**config.mk**
```make
export PLATFORM = sky130hd
export DESIGN_NAME = ntps_stamp_tx_flat
export DESIGN_NICKNAME = d
export VERILOG_FILES = /design/src/verilog/ntps_pkg.sv /design/src/verilog/ntps_link_if.sv /design/src/verilog/ntps_stamp_tx.sv /design/src/flat_wrapper.sv
export SDC_FILE = /design/constraint.sdc
export NUM_CORES = 2
export LEC_CHECK = 0
export BUFFER_PORTS_ARGS = -buffer_cell sky130_fd_sc_hd__buf_2
export CORE_MARGIN = 2
export CORE_UTILIZATION = 60
export DETAILED_ROUTE_END_ITERATION = 10
export GPL_ROUTABILITY_DRIVEN = 0
export HOLD_SLACK_MARGIN = 0.08
export PLACE_DENSITY = 0.82
export SETUP_SLACK_MARGIN = 0.3
export SYNTH_ARGS = -nofsm -noshare
export SYNTH_HDL_FRONTEND = slang
export SYNTH_SLANG_ARGS = --single-unit
```
**constraint.sdc**
```tcl
create_clock -name sys_clk_i -period 15.1 [get_ports sys_clk_i]
set_input_delay 2.265 -clock sys_clk_i [delete_from_list [all_inputs] [get_ports sys_clk_i]]
set_output_delay 2.265 -clock sys_clk_i [all_outputs]
set_load 0.05 [all_outputs]
```
**src/verilog/ntps_pkg.sv**
```systemverilog
// Shared constants and types for the clock stamp path and its receiver
package ntps_pkg;
	// ----------------------------------------------------------------
	// Clocks and timing
	// ----------------------------------------------------------------
	localparam int          SYS_HZ     = 10_000_000;
	localparam int          STC_HZ     = 90_000;
	localparam int          TICK_GCD   = 10_000;
	localparam logic [9:0]  TICK_INC   = 10'(STC_HZ / TICK_GCD);
	localparam logic [9:0]  TICK_MOD   = 10'(SYS_HZ / TICK_GCD);
	localparam logic [16:0] TICK_MAX   = 17'(STC_HZ - 1);
	localparam int          FRAME_S    = 1;
	localparam int          FRAME_CYC  = FRAME_S * SYS_HZ;
	localparam int          JITTER_NS  = 500;
	// Ticks to 2^-32 s, scaled by 2^8; cycles to 2^-32 s, scaled by 2^16
	localparam logic [63:0] TICK_FRAC_K = ((64'd1 << 40) + 64'(STC_HZ / 2)) / 64'(STC_HZ);
	localparam logic [63:0] CYC_FRAC_K  = ((64'd1 << 48) + 64'(SYS_HZ / 2)) / 64'(SYS_HZ);
	localparam logic [16:0] TRIM_TICKS = 17'h0_0002;
	// ----------------------------------------------------------------
	// Timing packet and report fields
	// ----------------------------------------------------------------
	localparam logic [2:0]  NTP_VN      = 3'h4;
	localparam logic [2:0]  NTP_MODE    = 3'h5;
	localparam logic [7:0]  NTP_STRATUM = 8'h01;
	localparam logic [7:0]  NTP_POLL    = 8'h00;
	localparam logic [7:0]  NTP_PREC    = 8'hF0;
	localparam logic [31:0] NTP_REFID   = 32'h4750_5300;
	localparam logic [5:0]  NTP_LEN     = 6'h30;
	localparam logic [5:0]  NTP_REF_OFS = 6'h10;
	localparam logic [5:0]  NTP_TX_OFS  = 6'h28;
	localparam logic [7:0]  RTCP_VER    = 8'h80;
	localparam logic [7:0]  RTCP_SR     = 8'hC8;
	localparam logic [15:0] RTCP_WORDS  = 16'h0006;
	localparam logic [5:0]  RTCP_LEN    = 6'h1C;
	localparam logic [31:0] RTCP_SSRC   = 32'h1234_5678;	// Arbitrary value
	// ----------------------------------------------------------------
	// Register map
	// ----------------------------------------------------------------
	localparam logic [7:0]  REG_CTRL = 8'h00;
	localparam logic [7:0]  REG_SEC  = 8'h04;
	localparam logic [7:0]  REG_TICK = 8'h08;
	localparam logic [7:0]  REG_NCNT = 8'h0C;
	localparam logic [7:0]  REG_HOLD = 8'h10;
	localparam int          CTRL_EN  = 0;
	localparam int          CTRL_LI  = 1;
	localparam logic [2:0]  CTRL_RST = 3'h0;

	typedef enum logic [1:0] {
		ST_IDLE = 2'b00,
		ST_NTP  = 2'b01,
		ST_RTCP = 2'b10
	} ntps_st_t;
endpackage

```
**src/verilog/ntps_link_if.sv**
```systemverilog
// Byte stream link between the stamp path and the receiving decoder
`timescale 1ns/10ps
interface ntps_link_if;
	logic       valid;
	logic       ready;
	logic [7:0] data;
	logic       sop;
	logic       eop;
	logic       frame;

	modport dev (output valid, output data, output sop, output eop, output frame, input ready);
	modport rcv (input valid, input data, input sop, input eop, input frame, output ready);
endinterface

```
**src/verilog/ntps_stamp_tx.sv**
```systemverilog
// Transmit-side stamp path: 90 kHz clock, timing packet framer, APB registers
// What this block does
// - Version field carries the value 4
// - Mode field carries 5, broadcast mode
// - Stratum is 1 and stays untouched
// - Root delay and dispersion are zero
// - One timing packet per frame, poll one second
// - Precision reflects the 90 kHz clock
// - Reference stamp reloads on clock discontinuity
// - Receive stamp field is sent as zero
// - Transmit stamp holds the current system clock
// - Extension, key and MAC are omitted
// - System clock ticks at 90 kHz
// - Clock jitter stays below 500 ns
// - Holding delay is added to transmit stamp
// - 250 ms delay adds 1073741824 to fraction
// - Fraction overflow carries into the seconds
// - Packets never straddle a frame boundary
// - Each frame holds one timing and one report
// - Receiver loads clock from first stamp
// - Receiver trims clock on significant drift
// - Sender reports relate media stamp to clock
// - Exactly one timing stream per service
// - Decoder pulls unit one period early
`timescale 1ns/10ps
module ntps_stamp_tx
	import ntps_pkg::*;
#(
	parameter int FRAME_CYCLES = FRAME_CYC
) (
	// Clock and reset
	input  wire logic        sys_clk_i,
	input  wire logic        rst_n_i,
	// APB slave
	input  wire logic        psel_i,
	input  wire logic        penable_i,
	input  wire logic        pwrite_i,
	input  wire logic [7:0]  paddr_i,
	input  wire logic [31:0] pwdata_i,
	output logic      [31:0] prdata_o,
	output logic             pready_o,
	output logic             pslverr_o,
	// Link to the receiver
	ntps_link_if.dev         link
);
	// ----------------------------------------------------------------
	// State
	// ----------------------------------------------------------------
	logic        ctrl_en;
	logic [1:0]  ctrl_li;
	logic [9:0]  tick_acc;
	logic [16:0] stc_tick;
	logic [31:0] stc_sec;
	logic [31:0] rtp_cnt;
	logic [63:0] ref_ts;
	logic [63:0] cap_ts;
	logic [63:0] tx_ts;
	logic [31:0] rtp_cap;
	logic [31:0] hold_cnt;
	logic [31:0] hold_last;
	logic        hold_run;
	logic [31:0] frame_cnt;
	logic [31:0] ntp_cnt;
	ntps_st_t    st;
	logic [5:0]  idx;
	logic        hit_q;

	logic        tick_now;
	logic        frame_start;
	logic        take;
	logic        last;
	logic        wr_acc;
	logic [63:0] stc_now;
	logic [40:0] frac_prod;
	logic [56:0] hold_prod;
	logic [383:0] ntp_img;
	logic [223:0] rtcp_img;
	logic [383:0] ntp_sh;
	logic [223:0] rtcp_sh;
	logic [7:0]  cur_byte;

	// ----------------------------------------------------------------
	// System time clock
	// ----------------------------------------------------------------
	// Phase accumulator gives 9 ticks per 1000 cycles; edge error is one
	// 100 ns cycle, well inside the jitter budget
	assign tick_now = (tick_acc + TICK_INC) >= TICK_MOD;
	assign wr_acc   = psel_i && penable_i && pwrite_i;
	assign frac_prod = 41'(41'(stc_tick) * TICK_FRAC_K[23:0]);
	assign stc_now  = {stc_sec, frac_prod[39:8]};

	// Tick generator and seconds counter; a seconds write restarts them
	always_ff @(posedge sys_clk_i or negedge rst_n_i) begin
		if (!rst_n_i) begin
			tick_acc <= 10'h000;
			stc_tick <= 17'h0_0000;
			stc_sec  <= 32'h0000_0000;
			rtp_cnt  <= 32'h0000_0000;
		end else if (wr_acc && paddr_i == REG_SEC) begin
			tick_acc <= 10'h000;
			stc_tick <= 17'h0_0000;
			stc_sec  <= pwdata_i;
		end else if (tick_now) begin
			tick_acc <= tick_acc + TICK_INC - TICK_MOD;
			rtp_cnt  <= rtp_cnt + 32'h0000_0001;
			if (stc_tick == TICK_MAX) begin
				stc_tick <= 17'h0_0000;
				stc_sec  <= stc_sec + 32'h0000_0001;
			end else begin
				stc_tick <= stc_tick + 17'h0_0001;
			end
		end else begin
			tick_acc <= tick_acc + TICK_INC;
		end
	end

	// Reference stamp follows every discontinuity of the clock
	always_ff @(posedge sys_clk_i or negedge rst_n_i) begin
		if (!rst_n_i) begin
			ref_ts <= 64'h0000_0000_0000_0000;
		end else if (wr_acc && paddr_i == REG_SEC) begin
			ref_ts <= {pwdata_i, 32'h0000_0000};
		end
	end

	// ----------------------------------------------------------------
	// Frame timer
	// ----------------------------------------------------------------
	// The boundary waits while a packet is still in flight, so packets
	// are moved rather than split
	assign frame_start = (frame_cnt == 32'(FRAME_CYCLES - 1)) && st == ST_IDLE
		&& !link.valid;

	always_ff @(posedge sys_clk_i or negedge rst_n_i) begin
		if (!rst_n_i) begin
			frame_cnt  <= 32'h0000_0000;
			link.frame <= 1'b0;
		end else begin
			// No marker while disabled, so empty frames are never reported
			link.frame <= frame_start && ctrl_en;
			if (frame_start) begin
				frame_cnt <= 32'h0000_0000;
			end else if (frame_cnt != 32'(FRAME_CYCLES - 1)) begin
				frame_cnt <= frame_cnt + 32'h0000_0001;
			end
		end
	end

	// ----------------------------------------------------------------
	// Stamp capture and holding delay
	// ----------------------------------------------------------------
	// Cycles are scaled to 2^-32 s; 2.5e6 cycles give 2^30 within a few
	// units, far under one tick
	assign hold_prod = 57'(57'(hold_cnt) * CYC_FRAC_K[24:0]);

	always_ff @(posedge sys_clk_i or negedge rst_n_i) begin
		if (!rst_n_i) begin
			cap_ts    <= 64'h0000_0000_0000_0000;
			tx_ts     <= 64'h0000_0000_0000_0000;
			rtp_cap   <= 32'h0000_0000;
			hold_cnt  <= 32'h0000_0000;
			hold_last <= 32'h0000_0000;
			hold_run  <= 1'b0;
		end else if (frame_start && ctrl_en) begin
			cap_ts   <= stc_now;
			rtp_cap  <= rtp_cnt;
			hold_cnt <= 32'h0000_0000;
			hold_run <= 1'b1;
		end else if (hold_run && link.valid && link.ready && link.sop) begin
			// Full 64-bit add: a fraction overflow carries into seconds
			tx_ts     <= cap_ts + 64'(hold_prod[56:16]);
			hold_last <= hold_cnt;
			hold_run  <= 1'b0;
		end else if (hold_run) begin
			hold_cnt <= hold_cnt + 32'h0000_0001;
		end
	end

	// ----------------------------------------------------------------
	// Packet images
	// ----------------------------------------------------------------
	// No extension fields, key or MAC follow the 48 bytes
	assign ntp_img = {ctrl_li, NTP_VN, NTP_MODE,
		NTP_STRATUM,
		NTP_POLL,
		NTP_PREC,
		64'h0000_0000_0000_0000,
		NTP_REFID, ref_ts,
		64'h0000_0000_0000_0000,
		64'h0000_0000_0000_0000,
		tx_ts};
	assign rtcp_img = {RTCP_VER, RTCP_SR, RTCP_WORDS, RTCP_SSRC,
		cap_ts, rtp_cap, 64'h0000_0000_0000_0000};
	assign ntp_sh   = ntp_img << {idx, 3'b000};
	assign rtcp_sh  = rtcp_img << {idx, 3'b000};
	assign cur_byte = (st == ST_NTP) ? ntp_sh[383:376] : rtcp_sh[223:216];
	assign last     = (st == ST_NTP) ? (idx == NTP_LEN - 6'h01) : (idx == RTCP_LEN - 6'h01);
	assign take     = !link.valid || link.ready;

	// ----------------------------------------------------------------
	// Framer: one timing packet then one report after each boundary
	// ----------------------------------------------------------------
	always_ff @(posedge sys_clk_i or negedge rst_n_i) begin
		if (!rst_n_i) begin
			st  <= ST_IDLE;
			idx <= 6'h00;
		end else if (frame_start) begin
			st  <= ctrl_en ? ST_NTP : ST_IDLE;
			idx <= 6'h00;
		end else if (take && st != ST_IDLE) begin
			idx <= last ? 6'h00 : idx + 6'h01;
			if (last) begin
				case (st)
					ST_NTP:  st <= ST_RTCP;
					default: st <= ST_IDLE;
				endcase
			end
		end
	end

	// Output register stage; stalls while the receiver holds ready low
	always_ff @(posedge sys_clk_i or negedge rst_n_i) begin
		if (!rst_n_i) begin
			link.valid <= 1'b0;
			link.data  <= 8'h00;
			link.sop   <= 1'b0;
			link.eop   <= 1'b0;
		end else if (take) begin
			link.valid <= st != ST_IDLE && !frame_start;
			link.data  <= cur_byte;
			link.sop   <= idx == 6'h00;
			link.eop   <= last;
		end
	end

	// Count of timing packets fully handed over
	always_ff @(posedge sys_clk_i or negedge rst_n_i) begin
		if (!rst_n_i) begin
			ntp_cnt <= 32'h0000_0000;
		end else if (link.valid && link.ready && link.eop && st == ST_RTCP && idx == 6'h00) begin
			ntp_cnt <= ntp_cnt + 32'h0000_0001;
		end
	end

	// ----------------------------------------------------------------
	// APB registers
	// ----------------------------------------------------------------
	assign pready_o  = 1'b1;
	assign pslverr_o = psel_i && penable_i && !hit_q;

	// Control bits take effect on the access cycle
	always_ff @(posedge sys_clk_i or negedge rst_n_i) begin
		if (!rst_n_i) begin
			ctrl_en <= CTRL_RST[CTRL_EN];
			ctrl_li <= CTRL_RST[CTRL_LI +: 2];
		end else if (wr_acc && paddr_i == REG_CTRL) begin
			ctrl_en <= pwdata_i[CTRL_EN];
			ctrl_li <= pwdata_i[CTRL_LI +: 2];
		end
	end

	// Read data is latched in the setup cycle so it comes from a flop
	always_ff @(posedge sys_clk_i or negedge rst_n_i) begin
		if (!rst_n_i) begin
			prdata_o <= 32'h0000_0000;
			hit_q    <= 1'b0;
		end else if (psel_i && !penable_i) begin
			hit_q <= 1'b1;
			case (paddr_i)
				REG_CTRL: prdata_o <= {29'h0000_0000, ctrl_li, ctrl_en};
				REG_SEC:  prdata_o <= stc_sec;
				REG_TICK: prdata_o <= {15'h0000, stc_tick};
				REG_NCNT: prdata_o <= ntp_cnt;
				REG_HOLD: prdata_o <= hold_last;
				default: begin
					prdata_o <= 32'h0000_0000;
					hit_q    <= 1'b0;
				end
			endcase
		end
	end
endmodule

```
**src/flat_wrapper.sv**
```systemverilog
// flat-port wrapper written by rule: the top's interface ports become plain ports
module ntps_stamp_tx_flat import ntps_pkg::*;
#(
	parameter int FRAME_CYCLES = FRAME_CYC
)
  (sys_clk_i, rst_n_i, psel_i, penable_i, pwrite_i, paddr_i, pwdata_i, prdata_o, pready_o, pslverr_o, link_valid, link_data, link_sop, link_eop, link_frame, link_ready);
  ntps_link_if link_i ();
  input  wire logic sys_clk_i;
  input  wire logic rst_n_i;
  input  wire logic psel_i;
  input  wire logic penable_i;
  input  wire logic pwrite_i;
  input  wire logic [7:0] paddr_i;
  input  wire logic [31:0] pwdata_i;
  output logic      [31:0] prdata_o;
  output logic pready_o;
  output logic pslverr_o;
  output wire logic [$bits(link_i.valid)-1:0] link_valid;
  output wire logic [$bits(link_i.data)-1:0] link_data;
  output wire logic [$bits(link_i.sop)-1:0] link_sop;
  output wire logic [$bits(link_i.eop)-1:0] link_eop;
  output wire logic [$bits(link_i.frame)-1:0] link_frame;
  input wire logic [$bits(link_i.ready)-1:0] link_ready;
  assign link_valid = link_i.valid;
  assign link_data = link_i.data;
  assign link_sop = link_i.sop;
  assign link_eop = link_i.eop;
  assign link_frame = link_i.frame;
  assign link_i.ready = link_ready;
  ntps_stamp_tx #(.FRAME_CYCLES(FRAME_CYCLES)) u_core (.sys_clk_i(sys_clk_i), .rst_n_i(rst_n_i), .psel_i(psel_i), .penable_i(penable_i), .pwrite_i(pwrite_i), .paddr_i(paddr_i), .pwdata_i(pwdata_i), .prdata_o(prdata_o), .pready_o(pready_o), .pslverr_o(pslverr_o), .link(link_i));
endmodule
```
* Word-level counts from Yosys, hierarchy flattened
Cells that the tools add are included.
** Storage, ports and cells
- Word-level logic and storage cells :: 120
- Memory bits (writable) :: 0
- Bits in registers :: 468
- ROM bits :: 0
- Bits in latches :: 0
- Bits of input ports :: 46
- Output and inout port bits :: 46
- Memories :: 0
** Cells by class
- Reductions and logical operators :: 40
- Equal/unequal tests :: 12
- Shifts and indexed selects :: 2
- Div/mod/pow operators :: 0
- $add $sub $neg :: 10
- Magnitude comparators :: 1
- Bitwise gates (word level) :: 2
- $mul :: 2
- Muxes and demuxes :: 27
** Operator list (number)
- $shl 384x9->384 :: 1
- $mux 32 :: 8
- $shl 224x9->224 :: 1
- $add 32x1->32 const B :: 5
- $pmux 32 s5 :: 1
- $add 64x41->64 :: 1
- $mul 32x24->56 const B :: 1
- $mux 17 :: 3
- $mul 17x22->38 const B :: 1
- $eq 32x24->1 const B :: 1
- $ne 32x24->1 const B :: 1
- $mux 10 :: 2
- $logic_and 1x1->1 :: 18
- $mux 6 :: 3
- $add 17x1->17 const B :: 1
- $eq 17x17->1 const B :: 1
- $eq 8x4->1 const B :: 2
- $reduce_bool 2->1 :: 8
- $add 10x4->10 const B :: 1
- $ge 10x10->1 const B :: 1
- $reduce_and 2->1 :: 5
- $sub 10x10->10 const B :: 1
- $eq 8x3->1 const B :: 1
- $eq 8x5->1 const B :: 1
- 16 further kinds :: 27

* Logic depth before layout (Yosys ltp)
- Depth after elaboration :: 6
- Gate-level depth with buffers :: 36
- Mapped depth without buffers :: 33

* Worst setup path before layout
OpenSTA, ideal clock, no wires.
- Kind :: register to register
- From :: register u_core.hold_cnt[3]
- To :: register u_core.tx_ts[43]
- Stages on the path, launching flop included :: 32
- Buffers on the path :: 3
- Setup slack :: 6380 ps
- Period minus slack after synthesis :: 8720 ps
- Arrival :: 8596 ps
- Cell sequence :: dfrtp_1 -> inv_1 -> fa_1 -> fa_1 -> fa_1 -> fa_1 -> fa_1 -> fa_1 -> fa_1 -> inv_1 -> ha_1 -> buf_2 -> nand2_1 -> a21oi_1 -> o21ai_0 -> a2111oi_0 -> a21oi_1 -> a2111o_1 -> a21oi_1 -> nor2_1 -> a311o_1 -> ha_1 -> clkbuf_1 -> a21o_1 -> a21oi_1 -> nor2_1 -> o41ai_1 -> nand3b_1 -> o21ai_2 -> buf_2 -> nor3_1 -> o31a_1
** Between the ends
- Word-level cells in the longest chain between the ends :: 2
** RTL lines
- from (decl) :: RTL line ntps_stamp_tx.sv:59 : logic [31:0] hold_cnt;
- from (signal assigned) :: RTL line ntps_stamp_tx.sv:175 : hold_cnt <= hold_cnt + 32'h0000_0001;
- $mul 32x24->56 :: RTL line ntps_stamp_tx.sv:154 : assign hold_prod = 57'(57'(hold_cnt) * CYC_FRAC_K[24:0]);
- $add 64x41->64 :: RTL line ntps_stamp_tx.sv:171 : tx_ts <= cap_ts + 64'(hold_prod[56:16]);
- to (signal assigned) :: RTL line ntps_stamp_tx.sv:171
- to (decl) :: RTL line ntps_stamp_tx.sv:57 : logic [63:0] tx_ts;
No other way between the ends.
A chain may end at the register's enable or synchronous reset.

* Worst setup path after layout
- From :: register u_core.hold_cnt[3]
- To :: register u_core.tx_ts[42]
Same word-level chain as after synthesis.

==> summary.md <==
| Metric | Value |
|---|---|
| Run status | finished clean |
| Horizontal die dimension | 282 µm |
| Highest metal layer used by the detailed router | met5 |
| Per-cell routed wire length | 23.4 µm |
| Number of port buffers | 90 |
| Routed length on met1 | slightly below 50,000 µm |
| Fin crit share | around 67% |
| Die height | ~280 µm |
| Number of placement rows | 101 |
| TritonCTS clock tree | yes |
| Clock transition time at the flip-flop clock pins of the worst setup and hold paths | around 0.060 ns |
| Fraction of registers with async set/reset | between 90% and 100% |
| Largest net degree at the start of global routing | around 190 |
| GRT Util Overall | a little over a third |
| CTS H-Tree Depth | 2 |
| Number of search-and-repair iterations in the first detailed-routing pass | 10 |
| Post-synthesis average cell area | between 9 and 10 µm² |
| Number of clock sinks | between 400 and 500 |
| HPWL after detailed placement | approximately 110,000 µm |
| Sum of negative setup slack | 0 ns |
| Violation count after the first detailed-route iteration | around 4,000 |
| Total CTS buffers | 53 |
| Unique masters post-synth | 92 |
| Clock latency reported for the late side of the worst-skew pair | 0.65 ns |
| Core region area | ~76,000 µm² |
| Overall die area | roughly 79,000 µm² |
| Share of cells above drive strength 1 | about 6% |
| Post-synthesis sequential element count | ~470 |
| Nature of the critical path startpoint | register |
| Post-synthesis to final-layout area growth | 6.83% |
| Max Clk Rate | about 0.1 GHz |
| Maximum fanout along the worst path | 18 |
| Wire length of the first global-routing pass | 214,000 µm |
| Routed length on met2 | 61,000 µm |
| Initial core utilization | about three fifths |
| Number of flops mapped to enable cells by yosys | 0 |
| Total setup violations reported at the end of the flow | 0 |
| Number of instances in the synthesized netlist | 4,796 |
| Number of setup buffers added after CTS | 0 |
| Post_cts resized | 0 |
| Relative slew slack | between 5 and 6% |
| Yosys warnings | 0 |
| Remaining routing DRC violations | 0 |
| Synth Flop Type | dfrtp_1 |
| Drt total wl | approximately 140,000 µm |
| Max capacitance violation total | 0 |
| Number of global-route vias before repair | 37,350 |
| Data required time at the worst endpoint | between 15 and 20 ns |
| Vias | around 37,000 |
| Worst min-delay path category | register to register |
| Number of hold buffers added after CTS | 0 |
| Crit path arrival time | between 10 and 15 ns |
| Hold violation total from the final report | 0 |
| Sum of overflow across all layers after global routing | 0 |
| Initial antenna violation count | 9 |
| Sequential cell area fraction in the yosys report | between 20% and 30% |
| Slew Limit Fails | 0 |
| Antenna violation net count after detailed routing | 0 |
| Final worst path period need | approximately 10 ns |
| Capturing element type of the critical path | register |
| Maximum clock path buffer count | 3 |
| RSZ-0062 raised after global routing | no |
| Slew at the pin closest to its max-slew limit | about 1.4 ns |
| Post-synth design cell area | ~46,000 µm² |
| Post-detailed-route via-to-cell ratio | between 6 and 7 |
| WL met3 | 16,200 µm |
| Synthesized netlist net count | 5,845 |
| Layout net count | about 5,800 |
| CTS root buf | clkbuf_16 |
| Critical path type | register to register |
| Worst setup skew after layout | 0.0459 ns |
| I/O pin total | 92 |
-- layout by cell type, fill, tap and decap left out, types with 8 or more instances in the layout --
cell	n
a211oi_1	16
o22ai_1	23
dfrtp_1	466
nor2b_1	21
o211ai_1	8
nand4_1	62
o21ai_0	253
nand2b_1	23
ha_1	457
and4_1	11
buf_2	89
a21oi_1	210
nand2_1	693
nor3_1	37
and3_1	54
a31oi_1	39
a21o_1	81
fa_1	546
a221oi_1	11
mux2_2	13
xor2_1	89
buf_4	21
mux2i_1	20
nand3_1	104
clkbuf_8	10
inv_1	705
or3_1	17
or4_1	19
xnor2_1	142
o21bai_1	15
nor2_1	204
a222oi_1	29
nor4_1	15
o31ai_1	29
and2_1	19
clkbuf_16	53
o21a_1	16
clkbuf_1	16
mux4_2	49
-- flip-flops by register name, indices dropped and copies added (netlist names), 8 cells and up --
name	flops
u_core.frame_cnt	32
u_core.hold_last	32
u_core.stc_tick	17
u_core.ntp_cnt	32
u_core.rtp_cap	32
u_core.link.data	8
u_core.hold_cnt	32
u_core.tx_ts	64
u_core.stc_sec	32
u_core.rtp_cnt	32
u_core.cap_ts	64
u_core.prdata_o	32
u_core.ref_ts	32
u_core.tick_acc	10
-- worst paths after layout --
path / start / to / slack (ns) / depth (start not counted)
max: u_core.hold_cnt[3] / u_core.tx_ts[42] / 5.02 / 26
min: u_core.rtp_cap[14] / u_core.rtp_cap[14] / 0.46 / 2
max reg2reg: u_core.hold_cnt[3] / u_core.tx_ts[42] / 5.02 / 26
min reg2reg: u_core.rtp_cap[14] / u_core.rtp_cap[14] / 0.46 / 2
max in group asynchronous: rst_n_i / u_core.ref_ts[35] / 11.22 / 3
min in group asynchronous: rst_n_i / u_core.hold_last[17] / 1.60 / 1
-- area by class of cell --
cell class                 count  area [µm²]
clock inverter                17         309
sequential                   468       11700
multi-input combinational   3457       31300
tap                         1030        1290
antenna                        5        12.5
clock buffer                  79        1520
inverter                     706        2650
fill                        5811       26700
timing repair buffer         112         638
-- cell usage after synthesis (all sizes together), types with 49 or more instances --
cell,instances,area (µm²)
clkbuf,126,474
ha,457,5720
fa,546,10900
mux4,49,1100
xnor2,142,1240
nor2,207,782
xor2,89,780
o21ai,256,1280
nand4,63,400
a21o,81,608
a21oi,210,1050
dfrtp,468,11700
inv,706,2650
nand3,107,546
and3,55,344
nand2,694,2610
-- stage by stage --
stage	utilization, %	cells	hold slack, ns	worst slack [ns]	area (µm²)
after floorplan	-	4796	0.433	6.38	46300
after global placement	62.5	5773	0.444	5.61	47600
after detailed placement	62.5	5773	0.451	5.30	47600
after CTS	65.0	5869	0.466	5.27	49400
after global routing	65.0	5874	0.485	4.53	49400
final	65.0	5874	0.464	5.02	49400
-- per-layer routing --
layer	GRT usage [%]	vias up
met1	44.8	18071
met3	11.3	596
met4	23.0	6
met2	54.0	2170
met5	0	-
li1	-	16013
-- worst max-delay path, stage by stage, from the launching register on --
cell and delay (ns):
dfrtp_1 0.70, inv_1 0.24, fa_1 0.51, fa_1 0.53, fa_1 0.52, fa_1 0.45
fa_1 0.57, fa_1 0.44, fa_1 0.56, inv_1 0.05, ha_1 0.41, nand2_1 0.12
a21oi_1 0.18, o21ai_0 0.16, a2111oi_0 0.43, a21oi_1 0.23, a2111o_1 0.53, a21oi_1 0.24
nor2_1 0.12, a211oi_1 0.43, ha_1 0.41, a21o_1 0.23, a211oi_1 0.39, nand3_1 0.16
o21ai_1 0.98, o21ai_0 0.22, a31oi_1 0.21
-- cell families after synthesis --
group | count (synthesis) | share of synthesized area (%)
adders and majority gates | 1003 | 36.0
AOI/OAI and AO/OA | 827 | 11.3
buffers and inverters | 871 | 7.16
DFF | 468 | 25.3
xor gates and xnor gates | 231 | 4.37
and+or+nand+nor | 1313 | 12.7
muxes | 82 | 3.13
other | 1 | 0.00811
Power is not shown: default switching activity piles up to over one toggle a cycle in this logic, so the estimate is an artifact.
